[src/rtl/pif_pkg.sv]
// shared constants for the peripheral interrupt flag block
`default_nettype none
package pif_pkg;
	localparam int PIF_DW = 8;
	// register byte offsets
	localparam logic [7:0] PIF_OFS_REQ1 = 8'h00;
	localparam logic [7:0] PIF_OFS_REQ2 = 8'h04;
	localparam logic [7:0] PIF_OFS_REQ3 = 8'h08;
	localparam logic [7:0] PIF_OFS_EN1 = 8'h0C;
	localparam logic [7:0] PIF_OFS_EN2 = 8'h10;
	localparam logic [7:0] PIF_OFS_EN3 = 8'h14;
	localparam logic [7:0] PIF_OFS_CTRL = 8'h18;
	localparam logic [7:0] PIF_OFS_STAT = 8'h1C;
	// values after reset
	localparam logic [7:0] PIF_RST_VAL = 8'h00;
	localparam logic [31:0] PIF_RST_WORD = 32'h0000_0000;
	// implemented and software-writable bit masks
	localparam logic [7:0] PIF_IMPL1 = 8'hFF;
	localparam logic [7:0] PIF_SWWR1 = 8'hCF;
	localparam logic [7:0] PIF_IMPL2 = 8'hF9;
	localparam logic [7:0] PIF_IMPL3 = 8'h3A;
	localparam logic [7:0] PIF_IMPL_CTRL = 8'hC0;
	localparam logic [7:0] PIF_NONE = 8'h00;
	// control register bit positions
	localparam int PIF_GLOBAL_EN_BIT = 7;
	localparam int PIF_PERIPH_EN_BIT = 6;
	// status register bit positions
	localparam int PIF_STAT_ANY_BIT = 0;
	localparam int PIF_STAT_IRQ_BIT = 1;
	// read-only serial flag positions in the first request register
	localparam int PIF_RX_BIT = 5;
	localparam int PIF_TX_BIT = 4;
	// bus encodings
	localparam logic [1:0] PIF_HTRANS_NONSEQ = 2'h2;
	localparam logic [2:0] PIF_HSIZE_WORD = 3'h2;
	localparam logic PIF_HRESP_OKAY = 1'b0;
	typedef enum logic [0:0] {
		PIF_BUS_IDLE,
		PIF_BUS_RDWAIT
	} pif_bus_st_e;
endpackage
`default_nettype wire

[src/rtl/pif_top.sv]
// peripheral interrupt request flags, enables and request gating
//
// Functional notes
// A flag is set by its source event regardless of its own enable or the global enable.
// Software should clear a flag before enabling its source so no stale event fires.
// Each implemented flag reads one while pending and zero while not pending.
// Request one holds gate acq, conv done, rx, tx, sync port, capture one, timer two, timer one from bit 7 down.
// In request one the rx and tx flags are read-only, the other six bits are read-write.
// Request two holds osc fail, comparator two, comparator one, nv write done and bus collision in bits 7 to 3.
// Request two keeps capture two in bit 0 and bits 2 and 1 read as zero.
// Request three holds capture four, capture three, timer six, timer four in bits 5, 4, 3, 1, others zero.
// All implemented flags reset to zero on every reset.
// No peripheral flag raises an interrupt unless the peripheral enable bit is set.
// Each flag is qualified by the enable in the same bit of the matching enable register.
// The request asserts when a flag and its enable, the peripheral enable and the global enable are all set.
// A writable flag holds until written or set again, and a same-cycle event beats the write.
`timescale 1ns/100ps
`default_nettype none
module pif_top (
	input wire logic hclk,
	input wire logic hresetn,
	input wire logic hsel,
	input wire logic [31:0] haddr,
	input wire logic [1:0] htrans,
	input wire logic hwrite,
	input wire logic [2:0] hsize,
	input wire logic [31:0] hwdata,
	input wire logic hready,
	output var logic hreadyout,
	output var logic [31:0] hrdata,
	output var logic hresp,
	input wire logic gate_acq_evt,
	input wire logic conv_done_evt,
	input wire logic serial_rx_evt,
	input wire logic serial_rx_clr,
	input wire logic serial_tx_evt,
	input wire logic serial_tx_clr,
	input wire logic sync_port_evt,
	input wire logic capture_one_evt,
	input wire logic timer_two_match_evt,
	input wire logic timer_one_overflow_evt,
	input wire logic osc_fail_evt,
	input wire logic comparator_two_evt,
	input wire logic comparator_one_evt,
	input wire logic nv_write_done_evt,
	input wire logic bus_collision_evt,
	input wire logic capture_two_evt,
	input wire logic capture_four_evt,
	input wire logic capture_three_evt,
	input wire logic timer_six_match_evt,
	input wire logic timer_four_match_evt,
	output var logic irq_r
);
	import pif_pkg::*;

	logic wr_en;
	logic [7:0] wr_addr;
	logic [7:0] wr_data;
	logic [7:0] rd_addr;
	logic [7:0] rd_data;
	logic [7:0] evt1;
	logic [7:0] evt2;
	logic [7:0] evt3;
	logic [7:0] clr1;
	logic [7:0] req1_r;
	logic [7:0] req2_r;
	logic [7:0] req3_r;
	logic [7:0] en1_r;
	logic [7:0] en2_r;
	logic [7:0] en3_r;
	logic [7:0] ctrl_r;
	logic [7:0] stat;
	logic any_active;
	logic irq_nxt;
	logic wr_req1;
	logic wr_req2;
	logic wr_req3;
	logic wr_en1;
	logic wr_en2;
	logic wr_en3;
	logic wr_ctrl;
	logic [7:0] act1;
	logic [7:0] act2;
	logic [7:0] act3;

	// request one bit order
	assign evt1[7] = gate_acq_evt;
	assign evt1[6] = conv_done_evt;
	assign evt1[5] = serial_rx_evt;
	assign evt1[4] = serial_tx_evt;
	assign evt1[3] = sync_port_evt;
	assign evt1[2] = capture_one_evt;
	assign evt1[1] = timer_two_match_evt;
	assign evt1[0] = timer_one_overflow_evt;
	// request two bit order
	assign evt2[7] = osc_fail_evt;
	assign evt2[6] = comparator_two_evt;
	assign evt2[5] = comparator_one_evt;
	assign evt2[4] = nv_write_done_evt;
	assign evt2[3] = bus_collision_evt;
	// capture two at bit zero
	assign evt2[2:1] = 2'h0;
	assign evt2[0] = capture_two_evt;
	// request three bit order
	assign evt3[7:6] = 2'h0;
	assign evt3[5] = capture_four_evt;
	assign evt3[4] = capture_three_evt;
	assign evt3[3] = timer_six_match_evt;
	assign evt3[2] = 1'b0;
	assign evt3[1] = timer_four_match_evt;
	assign evt3[0] = 1'b0;

	// serial flags are cleared only by their own peripheral
	always_comb begin
		clr1 = PIF_NONE;
		clr1[PIF_RX_BIT] = serial_rx_clr;
		clr1[PIF_TX_BIT] = serial_tx_clr;
	end

	// one write strobe per register, data phase only
	assign wr_req1 = wr_en && (wr_addr == PIF_OFS_REQ1);
	assign wr_req2 = wr_en && (wr_addr == PIF_OFS_REQ2);
	assign wr_req3 = wr_en && (wr_addr == PIF_OFS_REQ3);
	assign wr_en1 = wr_en && (wr_addr == PIF_OFS_EN1);
	assign wr_en2 = wr_en && (wr_addr == PIF_OFS_EN2);
	assign wr_en3 = wr_en && (wr_addr == PIF_OFS_EN3);
	assign wr_ctrl = wr_en && (wr_addr == PIF_OFS_CTRL);

	pif_ahb_slave u_bus (
		.hclk(hclk),
		.hresetn(hresetn),
		.hsel(hsel),
		.haddr(haddr),
		.htrans(htrans),
		.hwrite(hwrite),
		.hsize(hsize),
		.hwdata(hwdata),
		.hready(hready),
		.hreadyout(hreadyout),
		.hrdata(hrdata),
		.hresp(hresp),
		.wr_en(wr_en),
		.wr_addr(wr_addr),
		.wr_data(wr_data),
		.rd_addr(rd_addr),
		.rd_data(rd_data)
	);

	// rx and tx not writable
	pif_flag_bank #(
		.IMPL(PIF_IMPL1),
		.SWWR(PIF_SWWR1)
	) u_req1 (
		.hclk(hclk),
		.hresetn(hresetn),
		.wr_en(wr_req1),
		.wr_data(wr_data),
		.set_evt(evt1),
		.hw_clr(clr1),
		.flags_r(req1_r)
	);

	// request two, bits 2 and 1 held low
	pif_flag_bank #(
		.IMPL(PIF_IMPL2),
		.SWWR(PIF_IMPL2)
	) u_req2 (
		.hclk(hclk),
		.hresetn(hresetn),
		.wr_en(wr_req2),
		.wr_data(wr_data),
		.set_evt(evt2),
		.hw_clr(PIF_NONE),
		.flags_r(req2_r)
	);

	// request three, sparse bits
	pif_flag_bank #(
		.IMPL(PIF_IMPL3),
		.SWWR(PIF_IMPL3)
	) u_req3 (
		.hclk(hclk),
		.hresetn(hresetn),
		.wr_en(wr_req3),
		.wr_data(wr_data),
		.set_evt(evt3),
		.hw_clr(PIF_NONE),
		.flags_r(req3_r)
	);

	// enable one, same layout as request one
	pif_flag_bank #(
		.IMPL(PIF_IMPL1),
		.SWWR(PIF_IMPL1)
	) u_en1 (
		.hclk(hclk),
		.hresetn(hresetn),
		.wr_en(wr_en1),
		.wr_data(wr_data),
		.set_evt(PIF_NONE),
		.hw_clr(PIF_NONE),
		.flags_r(en1_r)
	);

	// enable two, same layout as request two
	pif_flag_bank #(
		.IMPL(PIF_IMPL2),
		.SWWR(PIF_IMPL2)
	) u_en2 (
		.hclk(hclk),
		.hresetn(hresetn),
		.wr_en(wr_en2),
		.wr_data(wr_data),
		.set_evt(PIF_NONE),
		.hw_clr(PIF_NONE),
		.flags_r(en2_r)
	);

	// enable three, same layout as request three
	pif_flag_bank #(
		.IMPL(PIF_IMPL3),
		.SWWR(PIF_IMPL3)
	) u_en3 (
		.hclk(hclk),
		.hresetn(hresetn),
		.wr_en(wr_en3),
		.wr_data(wr_data),
		.set_evt(PIF_NONE),
		.hw_clr(PIF_NONE),
		.flags_r(en3_r)
	);

	// global and peripheral enables
	pif_flag_bank #(
		.IMPL(PIF_IMPL_CTRL),
		.SWWR(PIF_IMPL_CTRL)
	) u_ctrl (
		.hclk(hclk),
		.hresetn(hresetn),
		.wr_en(wr_ctrl),
		.wr_data(wr_data),
		.set_evt(PIF_NONE),
		.hw_clr(PIF_NONE),
		.flags_r(ctrl_r)
	);

	// flag gated by same-position enable
	assign act1 = req1_r & en1_r;
	assign act2 = req2_r & en2_r;
	assign act3 = req3_r & en3_r;
	assign any_active = |{act1, act2, act3};

	// peripheral enable gates all
	// request needs both enables
	assign irq_nxt = any_active && ctrl_r[PIF_PERIPH_EN_BIT] && ctrl_r[PIF_GLOBAL_EN_BIT];

	// request comes straight from a flop
	always_ff @(posedge hclk or negedge hresetn) begin
		if (!hresetn) begin
			irq_r <= 1'b0;
		end else begin
			irq_r <= irq_nxt;
		end
	end

	// status: any gated flag and the registered request
	always_comb begin
		stat = PIF_NONE;
		stat[PIF_STAT_ANY_BIT] = any_active;
		stat[PIF_STAT_IRQ_BIT] = irq_r;
	end

	// flags read as stored
	always_comb begin
		case (rd_addr)
			PIF_OFS_REQ1: begin
				rd_data = req1_r;
			end
			PIF_OFS_REQ2: begin
				rd_data = req2_r;
			end
			PIF_OFS_REQ3: begin
				rd_data = req3_r;
			end
			PIF_OFS_EN1: begin
				rd_data = en1_r;
			end
			PIF_OFS_EN2: begin
				rd_data = en2_r;
			end
			PIF_OFS_EN3: begin
				rd_data = en3_r;
			end
			PIF_OFS_CTRL: begin
				rd_data = ctrl_r;
			end
			PIF_OFS_STAT: begin
				rd_data = stat;
			end
			default: begin
				rd_data = PIF_NONE;
			end
		endcase
	end
endmodule
`default_nettype wire

[src/rtl/pif_flag_bank.sv]
// one 8-bit bank of sticky flags or plain control bits
`timescale 1ns/100ps
`default_nettype none
module pif_flag_bank #(
	parameter logic [7:0] IMPL = 8'hFF,
	parameter logic [7:0] SWWR = 8'hFF
) (
	input wire logic hclk,
	input wire logic hresetn,
	input wire logic wr_en,
	input wire logic [7:0] wr_data,
	input wire logic [7:0] set_evt,
	input wire logic [7:0] hw_clr,
	output var logic [7:0] flags_r
);
	import pif_pkg::*;

	genvar gi;
	generate
		for (gi = 0; gi < PIF_DW; gi = gi + 1) begin : g_bit
			if (IMPL[gi]) begin : g_impl
				always_ff @(posedge hclk or negedge hresetn) begin
					// cleared by reset
					if (!hresetn) begin
						flags_r[gi] <= PIF_RST_VAL[gi];
					// event sets always
					end else if (set_evt[gi]) begin
						flags_r[gi] <= 1'b1;
					// write loses to event
					end else if (wr_en && SWWR[gi]) begin
						flags_r[gi] <= wr_data[gi];
					end else if (hw_clr[gi]) begin
						flags_r[gi] <= 1'b0;
					end
				end
			end else begin : g_unimpl
				// unimplemented reads zero
				always_ff @(posedge hclk or negedge hresetn) begin
					if (!hresetn) begin
						flags_r[gi] <= 1'b0;
					end else begin
						flags_r[gi] <= 1'b0;
					end
				end
			end
		end
	endgenerate
endmodule
`default_nettype wire

[src/rtl/pif_ahb_slave.sv]
// ahb-lite slave front end, zero-wait writes, one-wait reads
`timescale 1ns/100ps
`default_nettype none
module pif_ahb_slave (
	input wire logic hclk,
	input wire logic hresetn,
	input wire logic hsel,
	input wire logic [31:0] haddr,
	input wire logic [1:0] htrans,
	input wire logic hwrite,
	input wire logic [2:0] hsize,
	input wire logic [31:0] hwdata,
	input wire logic hready,
	output var logic hreadyout,
	output var logic [31:0] hrdata,
	output var logic hresp,
	output var logic wr_en,
	output var logic [7:0] wr_addr,
	output var logic [7:0] wr_data,
	output var logic [7:0] rd_addr,
	input wire logic [7:0] rd_data
);
	import pif_pkg::*;

	logic take;
	logic wr_pend_r;
	logic [7:0] addr_r;
	pif_bus_st_e st_r;

	// nonseq or seq with hready high starts a transfer
	assign take = hsel && htrans[1] && hready;
	assign wr_en = wr_pend_r;
	assign wr_addr = addr_r;
	assign wr_data = hwdata[7:0];
	assign rd_addr = addr_r;

	always_ff @(posedge hclk or negedge hresetn) begin
		if (!hresetn) begin
			wr_pend_r <= 1'b0;
			addr_r <= PIF_RST_VAL;
		end else if (take) begin
			wr_pend_r <= hwrite && (hsize == PIF_HSIZE_WORD);
			addr_r <= haddr[7:0];
		end else begin
			wr_pend_r <= 1'b0;
		end
	end

	// read stalls one cycle so a preceding write is visible
	always_ff @(posedge hclk or negedge hresetn) begin
		if (!hresetn) begin
			st_r <= PIF_BUS_IDLE;
			hreadyout <= 1'b1;
			hrdata <= PIF_RST_WORD;
		end else begin
			case (st_r)
				PIF_BUS_IDLE: begin
					if (take && !hwrite) begin
						st_r <= PIF_BUS_RDWAIT;
						hreadyout <= 1'b0;
					end
				end
				PIF_BUS_RDWAIT: begin
					hrdata <= {24'h00_0000, rd_data};
					hreadyout <= 1'b1;
					st_r <= PIF_BUS_IDLE;
				end
				default: begin
					st_r <= PIF_BUS_IDLE;
					hreadyout <= 1'b1;
				end
			endcase
		end
	end

	always_ff @(posedge hclk or negedge hresetn) begin
		if (!hresetn) begin
			hresp <= PIF_HRESP_OKAY;
		end else begin
			hresp <= PIF_HRESP_OKAY;
		end
	end
endmodule
`default_nettype wire

[config.mk]
export PLATFORM = sky130hd
export DESIGN_NAME = pif_top
export DESIGN_NICKNAME = d
export VERILOG_FILES = /design/src/rtl/pif_pkg.sv /design/src/rtl/pif_top.sv /design/src/rtl/pif_flag_bank.sv /design/src/rtl/pif_ahb_slave.sv
export SDC_FILE = /design/constraint.sdc
export NUM_CORES = 1
export LEC_CHECK = 0
export BUFFER_PORTS_ARGS = -buffer_cell sky130_fd_sc_hd__clkbuf_2
export CORE_AREA = 4 4 84 86
export CTS_CLUSTER_DIAMETER = 120
export CTS_CLUSTER_SIZE = 25
export DETAILED_ROUTE_END_ITERATION = 6
export DIE_AREA = 0 0 88 90
export PLACE_DENSITY_LB_ADDON = 0.08
export SLEW_MARGIN = 20
export SYNTH_ARGS = -nofsm -noshare
export SYNTH_HDL_FRONTEND = slang
export SYNTH_SLANG_ARGS = --single-unit
[constraint.sdc]
create_clock -name hclk -period 2.09 [get_ports hclk]
set_input_delay 0.1045 -clock hclk [delete_from_list [all_inputs] [get_ports hclk]]
set_output_delay 0.1045 -clock hclk [all_outputs]
set_load 0.02 [all_outputs]
==> metrics.yaml <==
outcome:
  status: "finished, final reports clean"
power_and_ir_drop:
  vdd_drop_max_mv: 0.426
  power_density_nw_per_um2: 724
  leakagePower_nw: 1.64
logic_synthesis:
  yosys_warnings: 0
  yosys_most_used_dff: "dfrtp_1"
  ys_ff_latch: 58
  synth.yosys.seq_area_share: 0.489
  netlist_instances: 250
  avgSynthCellArea_um2: 11.9
  async_flop_share: 1.00
  synth_edf_count: 0
  synthDistinctLibCells: 46
  synth_area_um2: 2970
setup_path:
  start_kind: "flip-flop"
  path_cells: "buf_4, mux2_2, a221oi_1, o32ai_1"
  cp.arrival_ns: 2.10
  critPathSlowestCell: "dfrtp_1"
  r2r_slack_ns: 0.18
  worstSetupEndpointType: "flip-flop"
  rr_worst_depth: 4
  slowest_delay_ns: 0.65
  crit_type: "reg2reg"
  worst-endpoint-required_ns: 2.28
  cp_max_fo: 12
grt:
  track_usage: 0.194
  grt-ovfl-total: 0
  grt_pass1_wl_um: 11700
  grt_pass1_vias: 2250
  grt_max_degree: 35
  antenna_found_initial: 0
clocking:
  cts_buffers: 9
  cts_resized: 0
  clk_path_buf_depth: 2
  post-cts-setup-buffer-count: 0
  cts_tree: "built"
  h-tree-depth: 3
  cts.sinks: 58
  cts-root-buf: "clkbuf_8"
  clkLatencyLatePin_ns: 0.33
  clkTransAtPathRegs_ns: 0.06
floorplanning:
  die_x_um: 88
  rows: 29
  io_pins: 129
  die_area_um2: 7920
  die_h_um: 90
  start_util: 0.473
  core-area_um2: 6280
place:
  portBuffers: 54
  gp_congestion: 0.880
  hpwl_um: 5130
  dp.cells: 384
routing:
  drt-total-wl_um: 7120
  via_per_inst: 5.26
  first_pass_iters: 4
  drc: 0
  vias: 2245
  wl_per_cell_um: 16.7
  drtIter0Drc: 131
  ant_nets: 0
sta:
  grt_setup_unrepaired: "false"
  post-route-min-period_ns: 1.91
  setup_tns_ns: 0
  setup_viol: 0
  hold_viol: 0
  maxSlewViolCount: 0
  max_freq_mhz: 524
  clock_skew_ns: 0.00520
  timing.final.crit_share: 0.914
  tightest_slew_ns: 0.648
  slew_headroom: 0.568
layout:
  final_nets: 440
  antennaDiodeCount: 0
  syn_to_final_growth_pct: 26.5
  stdcell_count: 427
  drive_gt1_frac: 0.357
hold_path:
  hold_path_depth: 2
  hp-class: "in2reg"
job:
  drv_cap: 0
-- path summary, 6_finish.rpt --
check | start | to
worst min register to register | u_bus.hreadyout | u_bus.hreadyout
min in group asynchronous | hresetn | u_req1.flags_r[4]
worst max register to register | u_bus.rd_addr[3] | u_bus.hrdata[1]
max in group asynchronous | hresetn | u_en1.flags_r[6]
worst max-delay path | u_bus.rd_addr[3] | u_bus.hrdata[1]
worst min-delay path | haddr[2] | u_bus.rd_addr[2]
-- layer usage --
layer  wire (µm)  global-route usage  up-vias
met3         377              0.0366       10
met1        3340               0.274     1098
li1            -                   -     1072
met5           0                   0        -
met4          87              0.0729        0
met2        3320               0.295       65
-- where the power goes --
part           leakage, nW  switching [W]  internal, W
Combinational        0.868       0.000265     0.000230
Sequential           0.669      0.0000787      0.00119
Clock                0.101       0.000410     0.000549
Total                 1.64       0.000753      0.00197
-- critical path, delay by kind of cell (launching register included) --
kind / cells / cell delay (ns)
DFF: 1 / 0.65
AOI/OAI and AO/OA: 2 / 0.47
muxes: 1 / 0.36
buffers and inverters: 1 / 0.28
-- cell usage after synthesis, types with 3 or more instances --
cell type  instances  share of area
buf_4             27          0.068
nand3_1            6          0.010
nor2_2             3         0.0063
nand2_1            4         0.0051
mux2_2            31           0.12
nor2_1             6         0.0076
inv_1              7         0.0088
a22oi_1            8          0.020
a22o_1             3         0.0088
o22ai_1            3         0.0063
nand2b_1           5          0.011
clkbuf_1           3         0.0038
and3_1             4         0.0084
nor2b_1           17          0.036
dfrtp_1           57           0.48
a211o_1           16          0.047
a221oi_1           6          0.018
o21ai_0            4         0.0067
nor3_1             4         0.0067
-- registers in the layout, summed over array words and instances, names as in the netlist --
name             count
u_en3.flags_r        4
u_bus.rd_addr        8
u_bus.wr_en          1
u_req1.flags_r       8
u_en2.flags_r        6
u_bus.st_r           1
u_req3.flags_r       4
u_req2.flags_r       6
u_bus.hrdata         8
irq_r                1
u_bus.hreadyout      1
u_ctrl.flags_r       2
u_en1.flags_r        8
-- placed cells by master, fill, tap and decap left out, types with 5 or more instances in the layout --
cell           synthesis  routed
nor2b_1               17      17
a221oi_1               6       6
a22oi_1                8       8
buf_4                 27      11
nand2b_1               5       5
dlygate4sd3_1          0      28
mux2_2                31      31
nand3_1                6       6
nor2_1                 6       6
inv_1                  7       7
conb_1                 1      25
clkbuf_2               0      54
dfrtp_1               57      57
a211o_1               16      16
clkbuf_8               0      13
-- layout make-up --
class                           count  area [µm²]
Tap cell                           77        96.3
Sequential cell                    58        1450
Fill cell                         558        2520
Timing Repair Buffer               94         653
Multi-Input combinational cell    176        1340
Inverter                            7        26.3
Clock inverter                      2        10.0
Clock buffer                       13         179
-- logic make-up after synthesis --
group                  count (synthesis)  share of synthesized area
AOI/OAI and AO/OA                     52                      0.139
other                                  1                    0.00126
muxes                                 35                      0.139
DFF                                   58                      0.489
buffers and inverters                 40                     0.0901
and+or+nand+nor                       64                      0.142
-- stage by stage --
step / setup WS (ns) / instance area, µm² / hold slack [ns] / util / power (W)
detailed placement: 0.222 / 3290 / 0.166 / 0.524 / 0.00174
floorplan: 0.507 / 3060 / -0.191 / - / 0.00160
finish: 0.180 / 3760 / 0.0150 / 0.599 / 0.00272
CTS: 0.207 / 3760 / 0.00400 / 0.599 / 0.00275
global route: 0.0216 / 3760 / 0.00113 / 0.599 / 0.00288
global placement: 0.241 / 3290 / 0.157 / 0.524 / 0.00173
-- repair_timing --
| item | in CTS | in global routing |
|---|---|---|
| setup endpoints to repair | 0 | 0 |
| hold buffers | 28 | 0 |
| endpoints found under the hold margin | 49 | 0 |
Power figures use the tool's default switching activity.
